==> src/logic/cmc_pkg.sv <==
// Package: register map, field layout, reset values and modes for comparator control
package cmc_pkg;

  // ****************************************************************
  // Register offsets in the special-function-register space
  // ****************************************************************
  localparam logic [7:0] CMC_MODE_SELECT_ADDR  = 8'h9d;
  localparam logic [7:0] CMC_INPUT_SELECT_ADDR = 8'h9f;

  // ****************************************************************
  // Field positions
  // ****************************************************************
  localparam int CMC_NEG_SEL_LSB   = 4;
  localparam int CMC_POS_SEL_LSB   = 0;
  localparam int CMC_SEL_W         = 4;
  localparam int CMC_RISE_IE_BIT   = 5;
  localparam int CMC_FALL_IE_BIT   = 4;
  localparam int CMC_RESP_MODE_LSB = 0;
  localparam int CMC_RESP_MODE_W   = 2;

  // Bits of the mode register that hold state; all others read zero
  localparam logic [7:0] CMC_MODE_LIVE_MASK = 8'h33;

  // ****************************************************************
  // Reset values
  // ****************************************************************
  localparam logic [7:0] CMC_MODE_SELECT_RST  = 8'h02;
  localparam logic [7:0] CMC_INPUT_SELECT_RST = 8'h77;

  // ****************************************************************
  // Select code limits per package variant
  // ****************************************************************
  localparam logic [3:0] CMC_SEL_MAX_LARGE = 4'h7;
  localparam logic [3:0] CMC_SEL_MAX_SMALL = 4'h2;

  // Response-time modes, fastest to lowest power
  typedef enum logic [1:0] {
    CMC_RESP_FASTEST = 2'h0,
    CMC_RESP_FAST    = 2'h1,
    CMC_RESP_SLOW    = 2'h2,
    CMC_RESP_LOWPWR  = 2'h3
  } cmc_resp_mode_t;

endpackage : cmc_pkg

==> src/logic/cmc_comparator_ctrl.sv <==
// Comparator input mux, response mode and edge interrupt control
`timescale 1ns/10ps
module cmc_comparator_ctrl #(
  parameter bit LARGE_VARIANT = 1'b1
) (
  // Clock and reset
  input  wire logic                   core_clk_i,
  input  wire logic                   rst_i,
  // Special-function-register port
  input  wire logic [7:0]             sfr_addr_i,
  input  wire logic                   sfr_wr_i,
  input  wire logic [7:0]             sfr_wdata_i,
  input  wire logic                   sfr_rd_i,
  output logic [7:0]                  sfr_rdata_o,
  output logic                        sfr_hit_o,
  // Analog core side
  input  wire logic                   cmp_out_i,
  output logic [3:0]                  negative_input_select_o,
  output logic                        negative_input_valid_o,
  output logic [3:0]                  positive_input_select_o,
  output logic                        positive_input_valid_o,
  output cmc_pkg::cmc_resp_mode_t     response_mode_o,
  output logic                        cmp_level_o,
  // Edge flags and their software clears
  input  wire logic                   rise_flag_clear_i,
  input  wire logic                   fall_flag_clear_i,
  output logic                        rise_edge_flag_o,
  output logic                        fall_edge_flag_o,
  // Interrupt handler side
  input  wire logic                   system_comparator_irq_enable_i,
  output logic                        cmp_irq_req_o,
  output logic                        cmp_irq_o
);
  import cmc_pkg::*;

  // ****************************************************************
  // Helpers
  // ****************************************************************
  // Highest honoured code; the small variant wires only the first three pins per side
  localparam logic [3:0] SEL_MAX = LARGE_VARIANT ? CMC_SEL_MAX_LARGE : CMC_SEL_MAX_SMALL;

  // Select code honoured for this variant; shared by both muxes
  function automatic logic sel_ok(input logic [3:0] code);
    sel_ok = (code <= SEL_MAX);
  endfunction : sel_ok

  // ****************************************************************
  // State
  // ****************************************************************
  logic [7:0]     comparator_input_select;
  logic [7:0]     comparator_mode_select;
  logic           rise_edge_flag;
  logic           fall_edge_flag;
  logic [7:0]     rdata;
  logic           hit;
  logic [3:0]     neg_sel;
  logic           neg_ok;
  logic [3:0]     pos_sel;
  logic           pos_ok;
  logic           irq_req;
  logic           irq;
  logic [7:0]     next_comparator_input_select;
  logic [7:0]     next_comparator_mode_select;
  logic           next_rise_edge_flag;
  logic           next_fall_edge_flag;
  logic [7:0]     next_rdata;
  logic           next_hit;
  logic [3:0]     next_neg_sel;
  logic           next_neg_ok;
  logic [3:0]     next_pos_sel;
  logic           next_pos_ok;
  logic           next_irq_req;
  logic           next_irq;
  logic           sync_level;
  logic           sync_rise;
  logic           sync_fall;
  logic           rise_ie;
  logic           fall_ie;

  // Comparator output is asynchronous to the core clock
  cmc_edge_sync u_edge_sync (
    .clk_i     (core_clk_i),
    .rst_i     (rst_i),
    .cmp_raw_i (cmp_out_i),
    .level_o   (sync_level),
    .rise_o    (sync_rise),
    .fall_o    (sync_fall)
  );

  assign rise_ie = comparator_mode_select[CMC_RISE_IE_BIT];
  assign fall_ie = comparator_mode_select[CMC_FALL_IE_BIT];

  // ****************************************************************
  // Register writes and reads
  // ****************************************************************
  always_comb begin
    next_comparator_input_select = comparator_input_select;
    next_comparator_mode_select  = comparator_mode_select;
    next_rdata                   = 8'h00;
    next_hit                     = 1'b0;
    if (sfr_wr_i) begin
      if (sfr_addr_i == CMC_INPUT_SELECT_ADDR) begin
        next_comparator_input_select = sfr_wdata_i;
      end
      if (sfr_addr_i == CMC_MODE_SELECT_ADDR) begin
        // Dead bits never stored, so they always read zero; the reserved
        // top bit is dropped the same way, software writes it as zero
        next_comparator_mode_select = sfr_wdata_i & CMC_MODE_LIVE_MASK;
      end
    end
    // Unmapped addresses answer zero with no hit
    // A read and a write in one cycle return the old contents, since the
    // read samples the register before the write lands
    if (sfr_rd_i) begin
      case (sfr_addr_i)
        CMC_INPUT_SELECT_ADDR: begin
          next_rdata = comparator_input_select;
          next_hit   = 1'b1;
        end
        CMC_MODE_SELECT_ADDR: begin
          next_rdata = comparator_mode_select & CMC_MODE_LIVE_MASK;
          next_hit   = 1'b1;
        end
        default: begin
          next_rdata = 8'h00;
          next_hit   = 1'b0;
        end
      endcase
    end
  end

  // ****************************************************************
  // Mux selects to the analog core
  // ****************************************************************
  always_comb begin
    // Codes outside the variant's range drop the valid; the analog mux
    // then leaves the input unconnected rather than aliasing a pin
    // Registered once more so select and valid reach the switch together
    next_neg_sel = comparator_input_select[CMC_NEG_SEL_LSB +: CMC_SEL_W];
    next_pos_sel = comparator_input_select[CMC_POS_SEL_LSB +: CMC_SEL_W];
    next_neg_ok  = sel_ok(next_neg_sel);
    next_pos_ok  = sel_ok(next_pos_sel);
  end

  // ****************************************************************
  // Edge flags and interrupt request
  // ****************************************************************
  always_comb begin
    // Set beats a clear landing in the same cycle, so an edge that
    // arrives while software clears is never lost
    // A reset while the comparator reads high shows up as a rising edge
    // once the chain refills; software clears it after start-up
    next_rise_edge_flag = sync_rise | (rise_edge_flag & ~rise_flag_clear_i);
    next_fall_edge_flag = sync_fall | (fall_edge_flag & ~fall_flag_clear_i);
    // Request follows flag state one cycle later, held while true
    next_irq_req = (rise_edge_flag & rise_ie) | (fall_edge_flag & fall_ie);
    next_irq     = next_irq_req & system_comparator_irq_enable_i;
  end

  // Registers only
  // Reset values give the power-up state: inputs 7/7, response mode 2
  always_ff @(posedge core_clk_i or posedge rst_i) begin
    if (rst_i) begin
      comparator_input_select <= CMC_INPUT_SELECT_RST;
      comparator_mode_select  <= CMC_MODE_SELECT_RST;
      rise_edge_flag          <= 1'b0;
      fall_edge_flag          <= 1'b0;
      rdata                   <= 8'h00;
      hit                     <= 1'b0;
      neg_sel                 <= CMC_INPUT_SELECT_RST[CMC_NEG_SEL_LSB +: CMC_SEL_W];
      pos_sel                 <= CMC_INPUT_SELECT_RST[CMC_POS_SEL_LSB +: CMC_SEL_W];
      neg_ok                  <= 1'b0;
      pos_ok                  <= 1'b0;
      irq_req                 <= 1'b0;
      irq                     <= 1'b0;
    end else begin
      comparator_input_select <= next_comparator_input_select;
      comparator_mode_select  <= next_comparator_mode_select;
      rise_edge_flag          <= next_rise_edge_flag;
      fall_edge_flag          <= next_fall_edge_flag;
      rdata                   <= next_rdata;
      hit                     <= next_hit;
      neg_sel                 <= next_neg_sel;
      pos_sel                 <= next_pos_sel;
      neg_ok                  <= next_neg_ok;
      pos_ok                  <= next_pos_ok;
      irq_req                 <= next_irq_req;
      irq                     <= next_irq;
    end
  end

  // ****************************************************************
  // Outputs, all straight from flip-flops
  // ****************************************************************
  assign sfr_rdata_o             = rdata;
  assign sfr_hit_o               = hit;
  assign negative_input_select_o = neg_sel;
  assign negative_input_valid_o  = neg_ok;
  assign positive_input_select_o = pos_sel;
  assign positive_input_valid_o  = pos_ok;
  // Mode comes straight from the stored field; the analog core follows
  // it one edge after the write, with no extra pipeline stage
  assign response_mode_o         = cmc_resp_mode_t'(
    comparator_mode_select[CMC_RESP_MODE_LSB +: CMC_RESP_MODE_W]);
  assign cmp_level_o             = sync_level;
  assign rise_edge_flag_o        = rise_edge_flag;
  assign fall_edge_flag_o        = fall_edge_flag;
  assign cmp_irq_req_o           = irq_req;
  assign cmp_irq_o               = irq;

endmodule : cmc_comparator_ctrl

==> src/logic/cmc_edge_sync.sv <==
// Synchroniser and edge detector for the asynchronous comparator output
`timescale 1ns/10ps
module cmc_edge_sync (
  // Clock and reset
  input  wire logic clk_i,
  input  wire logic rst_i,
  // Raw comparator level
  input  wire logic cmp_raw_i,
  // Filtered level and edge pulses
  output logic      level_o,
  output logic      rise_o,
  output logic      fall_o
);
  import cmc_pkg::*;

  logic [2:0] sync;
  logic       level;
  logic       rise;
  logic       fall;
  logic [2:0] next_sync;
  logic       next_level;
  logic       next_rise;
  logic       next_fall;

  // ****************************************************************
  // Three-stage capture; stage 0 feeds only stage 1
  // ****************************************************************
  always_comb begin
    next_sync  = {sync[1:0], cmp_raw_i};
    next_level = level;
    next_rise  = 1'b0;
    next_fall  = 1'b0;
    // Change accepted only when stages 1 and 2 agree
    if ((sync[1] == sync[2]) && (sync[2] != level)) begin
      next_level = sync[2];
      next_rise  = sync[2];
      next_fall  = ~sync[2];
    end
  end

  // Registers only
  always_ff @(posedge clk_i or posedge rst_i) begin
    if (rst_i) begin
      sync  <= 3'h0;
      level <= 1'b0;
      rise  <= 1'b0;
      fall  <= 1'b0;
    end else begin
      sync  <= next_sync;
      level <= next_level;
      rise  <= next_rise;
      fall  <= next_fall;
    end
  end

  assign level_o = level;
  assign rise_o  = rise;
  assign fall_o  = fall;

endmodule : cmc_edge_sync

==> config.mk <==
export PLATFORM = sky130hd
export DESIGN_NAME = cmc_comparator_ctrl
export DESIGN_NICKNAME = d
export VERILOG_FILES = /design/src/logic/cmc_pkg.sv /design/src/logic/cmc_comparator_ctrl.sv /design/src/logic/cmc_edge_sync.sv
export SDC_FILE = /design/constraint.sdc
export NUM_CORES = 1
export LEC_CHECK = 0
export BUFFER_PORTS_ARGS = -buffer_cell sky130_fd_sc_hd__buf_2
export CORE_MARGIN = 5
export CORE_UTILIZATION = 35
export CTS_CLUSTER_DIAMETER = 50
export CTS_CLUSTER_SIZE = 16
export DETAILED_ROUTE_END_ITERATION = 8
export PLACE_DENSITY = 0.63
export SLEW_MARGIN = 10
export SYNTH_ARGS = -nofsm -noshare
export SYNTH_HDL_FRONTEND = slang
export SYNTH_HIERARCHICAL = 1
export SYNTH_SLANG_ARGS = --single-unit
export TNS_END_PERCENT = 20
==> constraint.sdc <==
create_clock -name core_clk_i -period 2 [get_ports core_clk_i]
set_input_delay 0.4 -clock core_clk_i [delete_from_list [all_inputs] [get_ports core_clk_i]]
set_output_delay 0.4 -clock core_clk_i [all_outputs]
set_load 0.05 [all_outputs]
==> results of run 1 <==
==> final timing paths <==
path,cells after the start,from,slack [ns],endpoint
hold / removal,2,rst_i,0.02,u_edge_sync/rise_o$_DFF_PP0_
setup / recovery,1,comparator_mode_select[1]$_DFFE_PP1P_,0.53,response_mode_o[1]
max in group asynchronous,3,rst_i,1.46,comparator_input_select[4]$_DFFE_PP1P_
setup reg to reg,2,comparator_mode_select[4]$_DFFE_PP0P_,1.06,sfr_rdata_o[4]$_DFF_PP0_
hold reg to reg,0,u_edge_sync/sync[0]$_DFF_PP0_,0.35,u_edge_sync/sync[1]$_DFF_PP0_
min in group core_clk_i,1,cmp_out_i,0.22,u_edge_sync/sync[0]$_DFF_PP0_
==> through the flow <==
step                      power, W  std cells  util (%)  area, um^2  worst slack (ns)
after floorplan           0.001021         89         -        1485            0.5733
after global placement    0.001075        186     43.82        1778            0.3671
after detailed placement  0.001079        186     43.82        1778            0.3350
after CTS                 0.001588        194     45.85        1861            0.5161
after global routing      0.001637        194     45.85        1861            0.4977
final                     0.001562        194     45.85        1861            0.5321
==> power groups by stage <==
stage	clock network (W)	logic, W	registers, W
final	0.000502	0.000170	0.000890
after global routing	0.000558	0.000183	0.000895
after CTS	0.000523	0.000173	0.000891
after detailed placement	0	0.000173	0.000906
after global placement	0	0.000170	0.000904
after floorplan	0	0.0000588	0.000962
==> layout make-up <==
cell class / instances / area, um^2 / area share, %
clock buffer: 6 / 72.57 / 3.900
clock inverter: 2 / 10.01 / 0.5380
inverter: 7 / 26.28 / 1.412
multi-input combinational: 38 / 394.1 / 21.18
sequential: 41 / 1042 / 56.02
tap: 50 / 62.56 / 3.362
timing repair buffer: 50 / 252.7 / 13.58
==> flip-flops by register name, indices dropped and copies added, names as in the netlist, 3 cells and up <==
name,cells
positive_input_select_o,4
negative_input_select_o,4
u_edge_sync/sync,3
sfr_rdata_o,8
comparator_input_select,8
comparator_mode_select,4
==> synth_stat cells, drive strengths merged <==
master | n | area share [%]
nand2 | 1 | 0.25
inv | 7 | 1.8
mux2 | 16 | 12
and3b | 1 | 0.67
a22o | 1 | 0.59
and3 | 4 | 1.7
dfstp | 13 | 23
and2 | 2 | 0.84
buf | 3 | 1.5
nand3b | 1 | 1.3
nand4b | 1 | 1.6
nor3 | 1 | 1.1
nor4 | 1 | 1.4
nor3b | 1 | 0.51
dfrtp | 28 | 47
maj3 | 1 | 0.76
nor2 | 1 | 0.25
a21o | 2 | 1.0
and4 | 4 | 2.4
==> kinds of logic after synthesis <==
logic type	Yosys count	synth area share [%]
buffers and inverters	10	3.286
adder cells (fa/ha/maj)	1	0.7582
AO/OA/AOI/OAI	3	1.600
AND/OR/NAND/NOR	18	12.05
multiplexers	16	12.13
flip-flops	41	70.18
==> per-layer routing <==
metal	vias up	track usage [%]	share of wire (%)
met5	-	0	0
met4	0	4.078	1.1
met3	4	4.272	10
met2	32	17.12	48
met1	411	11.99	41
li1	412	-	-
==> results summary, run 1 <==
The run finished with clean final reports. The kind of cell with the highest combined delay along the critical path is flip-flops. The critical path goes through buf_2. The post-route netlist has 63.89% of its cells at a drive strength greater than 1. The core area came out at 4058 um^2. The number of distinct standard cells referenced by the synthesized netlist is 19.

Global routing used 10.36% of the available tracks. The post-route clock period utilization is 73.39%. The tree is rooted in a sky130_fd_sc_hd__clkbuf_8.

For this configuration, the core starts out at a cell density of 36.60%. From left edge to right edge, the die measures 75.14 um. Clock tree synthesis found a total of 41 sinks. The leakage power figure is 1.014 nW.

Pin placement for this block handled 50 I/O pins. The final weighted congestion in routability-driven placement is 0.7380. The filler cell count in the final layout is 360. The routed layout has 859 vias. Along the worst path, the maximum fanout reaches 3. The signal arrival time at the worst endpoint is 1.07 ns. The clock-pin slew reported for the worst setup and hold paths after clock tree synthesis came out at 0.07 ns. The detail route stage leaves a number of antenna-violating nets equal to 0. The number of vias per cell is 4.428. The library cell contributing the largest single delay on the critical path is sky130_fd_sc_hd__dfstp_2.

Counting flops and latches in the post-synthesis netlist gives 41. In the synthesized netlist, the number of instances is 89. The via count of the first global-routing pass is 914.

Setup repair after global routing left no endpoint under its margin. The standard-cell row count is 23. The clock reaches the later pin of the worst-skew pair after 0.28 ns. In the layout the commonest cells are sky130_fd_sc_hd__buf_2, sky130_fd_sc_hd__dfrtp_1, sky130_fd_sc_hd__mux2_2. The internal portion of the total power is 0.001167 W. After the last flow step, the layout net total stands at 167. The number of buffers added by the clock tree synthesis step came out at 5.

The HPWL after detailed placement came out at 2020 um. After clock tree synthesis, the flow added hold-fix buffers numbering 0. The clock power share is 32.1%. Clock skew on the completed layout was measured at 0.006558 ns.

Across the VDD grid, the largest voltage drop is 0.4735 mV. The power spent charging and discharging nets is 0.0003948 W. The average cell area after synthesis came out at 16.69 um^2. The count of final max-slew check failures is 0. The yosys synthesis warning count came out at 6. Wires add up to 2686 um.

Leaving out fill and tap cells, the most frequent cell in the layout is sky130_fd_sc_hd__buf_2. STA classifies the critical path startpoint as a register. The sequential fraction of the synthesis area is 70.18%.

The power per unit of standard cell area is 839.6 nW/um^2. The smallest clock period supported by the final layout is computed as 1.468 ns. Measured against its own limit, the worst slew margin works out to 67.65%. The final-report setup violation count is 0.

The number of maximum-capacitance constraint violations is 0. The required time of the worst setup path came out at 1.60 ns. Together, buffers and inverters on the worst path number 1.

The remaining routing DRC violations is 0. The nature of the critical path endpoint is a primary output. The min-delay analysis places its worst path in the category in -> async. The global-route wire length before repair is 4347 um. The detailed router finished its first iteration with 61 violations. The worst hold slack came out at 0.02075 ns. After clock tree synthesis, the setup repair step added 0 buffers.

The wire length per cell after detailed routing is 13.85 um. The synthesized cell area is 1485 um^2. The number of antenna violations at the first check in global routing is 0.

Entering global routing, the biggest net connects 36 pins. The first detailed-routing pass ran for 3 iterations. At the pin with the least slew margin, the transition time is 0.4835 ns.

The relative area change from synthesis to final layout is 25.27%. TritonCTS built the clock tree. The maximum frequency from static timing analysis came out at 681.2 MHz. The delay of the slowest critical-path stage came out at 0.53 ns. Registers are responsible for 57.0% of the overall power. Of the total power, the share spent switching nets is 25.28%. The area of the die came out at 5646 um^2. In this run the deepest clock path goes through 2 buffers. The number of buffers added on ports came out at 49. Counting every net in the synthesized netlist gives 113. The total count of hold-check failures in the final report is 0. The sum of negative setup slack is 0 ns. The setup path with the least slack is of type reg -> out.

The proportion of power drawn by combinational gates came out at 10.9%. The number of cells upsized or downsized after cts is 0. From bottom edge to top edge, the die measures 75.14 um. The level count of the clock H-tree came out at 2. 0 antenna diodes ended up in the layout. The total overflow reported by the global router is 0.
No activity file was read; power rests on OpenSTA's default activity.
==> run 2: changes to the inputs <==
Settings changed: ABC_AREA set to 1.
Clock period 2 ns to 1.4 ns, I/O delays scaled along.
==> results summary, run 2 <==
The total count of hold-check failures in the final report came out at 0. The clock network accounts for 37.7% of the total power. For this design, the sink count on the clock tree is 41. The worst setup path is captured at a primary output. The placed instance area came out at 1809 um^2.

The worst setup path is launched from a register. The most critical setup path has its endpoint at response_mode_o[1]. TritonCTS built the clock tree.

Along the worst path, the maximum fanout reaches 3. The critical path starts at comparator_mode_select[1]$_DFFE_PP1P_. The core area came out at 4294 um^2. The clock root buffer master is sky130_fd_sc_hd__clkbuf_8. The final instance area came out at 1938 um^2. The floorplan step defined a die boundary enclosing 5811 um^2.

The number of nets handed over by synthesis was 158. The analysis attributes to net switching a power of 0.0006055 W. The die is 76.23 um tall.

In this run the most critical hold path is launched from cmp_out_i. The kind of critical path is reg -> out. The pre-CTS setup slack came out at 0.1840 ns. The H-tree was split into 2 levels. The number of cells on the worst reg-to-reg path is 2. The via count of the first global-routing pass came to 1104. The synthesized cell area is 1535 um^2. The number of distinct standard cells referenced by the synthesized netlist is 18. Once layout is complete, the utilization of the core stands at 45.13%. The leakage power figure is 1.029 nW.

The remaining routing DRC violations came out at 0. The number of antenna violations at the first check in global routing came out at 0. Power spread over the standard cell area amounts to 1295 nW/um^2. Setup repair after global routing left no endpoint under its margin.

The number of cells on the critical path came out at 1. The final weighted congestion in routability-driven placement is 0.7930. The worst pin sits at a relative slew slack of 71.96%. By count the netlist is led by sky130_fd_sc_hd__nand2_1, sky130_fd_sc_hd__dfrtp_1, sky130_fd_sc_hd__nand4_1. The count of final max-slew check failures is 0.

Broken down by cell family, the worst path's largest delay share belongs to flip-flops. The number of vias per cell is 4.546. The count of state elements after synthesis came out at 41. The final-report setup violation count is 0. In this run the worst hold path is classified as in -> reg.

The fraction of synthesized cell area taken by the top area cell type came out at 45.64%. The count of flip-flops with a built-in enable after synthesis came out at 0. The standard-cell row count came out at 24. The boundary pin count is 50. For this run, the register share of the synthesized area comes to 67.89%. The count of antenna diodes in the layout came out at 0. The shortest period the worst path allows is 1.338 ns. The sum of negative setup slack came out at 0 ns. For the pin with the worst max-slew slack, the measured transition is 0.4206 ns. The signal arrival time at the worst endpoint came out at 1.06 ns. The proportion of power drawn by combinational gates came out at 11.2%. The run finished with clean final reports.

The wire length per cell after detailed routing is 12.64 um. The layout net count came out at 211. The yosys synthesis warning count came out at 6. Once the floorplan was initialized, standard cells occupied 35.75% of the core.

After the first detailed-routing iteration, the DRC count stood at 74. Net switching is 24.12% of the power. The post-route clock period utilization came out at 95.55%. The tool flagged a number of max-cap violations equal to 0. Global routing used 11.23% of the available tracks across all layers. Input and output buffers added on the ports amount to 49. sky130_fd_sc_hd__dfrtp_1 takes more of the synthesized area than any other cell.

The clock arrives with 0.008727 ns of skew. The proportion of power drawn by flip-flops and latches is 51.1%. The remaining number of nets flagged by the antenna check after routing came out at 0.

Entering global routing, the biggest net connects 36 pins. The critical path goes through clkbuf_4. Post-CTS timing repair inserted 0 buffers for setup. The total length of routed wires is 3034 um. The longest clock path from root to sink contains 2 buffers. The proportion of synthesized flip-flops having asynchronous set or reset is 100.0%.

The setup check on the worst reg-to-reg path leaves a slack of 0.52 ns. In the layout the commonest cells are sky130_fd_sc_hd__buf_2, sky130_fd_sc_hd__nand2_1, sky130_fd_sc_hd__dfrtp_1. The internal power is 0.001905 W.

In this run the critical register-to-register path is captured at cmp_irq_o$_DFF_PP0_. After clock tree synthesis, the clock-pin slew on the worst setup and hold paths is 0.06 ns. The total overflow reported by the global router came out at 0. The required time of the worst setup path is 1.12 ns.

The count of buffering cells on the critical path with inverters included came out at 1. The startpoint identified for the worst register-to-register timing path is fall_edge_flag_o$_DFF_PP0_. The most used standard cell by instance count after synthesis is sky130_fd_sc_hd__nand2_1. Counting every instance in the synthesized netlist gives 134. The horizontal die dimension came out at 76.23 um.

After synthesis, the cell types taking the most area are sky130_fd_sc_hd__dfrtp_1, sky130_fd_sc_hd__dfstp_2, sky130_fd_sc_hd__nand4_1, sky130_fd_sc_hd__nand2_1, sky130_fd_sc_hd__inv_1. The delay of the slowest critical-path stage came out at 0.55 ns. The number of buffers added by the clock tree synthesis step is 5. Clock latency on the worst-skew pair, taken at its later pin, is 0.28 ns.

Of the cells placed in the final design, the portion with a size suffix greater than 1 is 42.02%. The worst vdd rail ir drop came out at 0.5229 mV. The count of vias placed by the detailed router came out at 1091. The maximum frequency from static timing analysis is 747.6 MHz. The most common cell after layout, fill and taps aside is sky130_fd_sc_hd__buf_2.

The area growth from synthesis to layout is 26.24%. The largest individual stage delay along the critical path comes from the cell sky130_fd_sc_hd__dfstp_2. After synthesis, the mean cell area works out to 11.46 um^2. The HPWL after detailed placement is 2222 um. The top flip-flop cell by instance count after synthesis is sky130_fd_sc_hd__dfrtp_1.

The number of optimization iterations in the first detailed-route pass is 4. The setup slack after layout came out at 0.06235 ns. The global-route wire length before repair came out at 5237 um. The filler cell count in the final layout is 413.
run 2: changes by cell type after synthesis, sizes merged, moves of 5 or more:
cell,delta
nand3,+5
inv,+6
nand2,+34
nor2,+6
nand4,+20
mux2,-16
run 2: power by group through the flow:
stage | combinational [W] | sequential [W] | clock [W]
6_report | 0.000282 | 0.00128 | 0.000946
5_1_grt | 0.000308 | 0.00129 | 0.00105
4_1_cts | 0.000285 | 0.00128 | 0.000981
3_5_place_dp | 0.000282 | 0.00130 | 0
3_3_place_gp | 0.000279 | 0.00130 | 0
2_1_floorplan | 0.0000981 | 0.00140 | 0
run 2: worst min-delay path by stage:
stage	end	cells after the start
2_1_floorplan	u_edge_sync/fall_o$_DFF_PP0_	1
3_3_place_gp	u_edge_sync/rise_o$_DFF_PP0_	2
3_5_place_dp	u_edge_sync/sync[1]$_DFF_PP0_	2
4_1_cts	u_edge_sync/sync[0]$_DFF_PP0_	1
5_1_grt	u_edge_sync/sync[0]$_DFF_PP0_	1
6_report	u_edge_sync/sync[0]$_DFF_PP0_	1
run 2: cells by family after synthesis:
| family | count (synthesis) | share of synthesized area (%) |
|---|---|---|
| buffers and inverters | 20 | 7.009 |
| and+or+nand+nor | 69 | 23.23 |
| DFF | 41 | 67.89 |
| AOI/OAI and AO/OA | 4 | 1.874 |
run 2: repair_timing:
item | 4_1_cts | 5_1_grt
endpoints found under the hold margin | 6 | 0
gates resized for setup | 0 | 1
hold buffers | 1 | 0
endpoints found under the setup margin | 0 | 1
run 2: final cells by class:
class	instances	area, um^2	share of cell area [%]
inverter	13	48.80	2.518
multi-input combinational	73	385.4	19.88
clock buffer	7	86.33	4.454
sequential	41	1042	53.78
timing repair buffer	53	280.3	14.46
tap	52	65.06	3.357
clock inverter	1	30.03	1.549
run 2: layer usage:
metal	wire [um]	global-route usage, %	share of wire (%)
met5	0	0	0
met4	38	5.245	1.3
met3	215	3.901	7.1
met2	1405	16.87	46
met1	1374	14.46	45
run 2: metrics by stage:
step,hold WS (ns),power [W],cells
2_1_floorplan,0.07096,0.001499,134
3_3_place_gp,0.2038,0.001582,231
3_5_place_dp,0.2111,0.001587,231
4_1_cts,0.09303,0.002549,240
5_1_grt,0.08612,0.002643,240
6_report,0.1042,0.002511,240
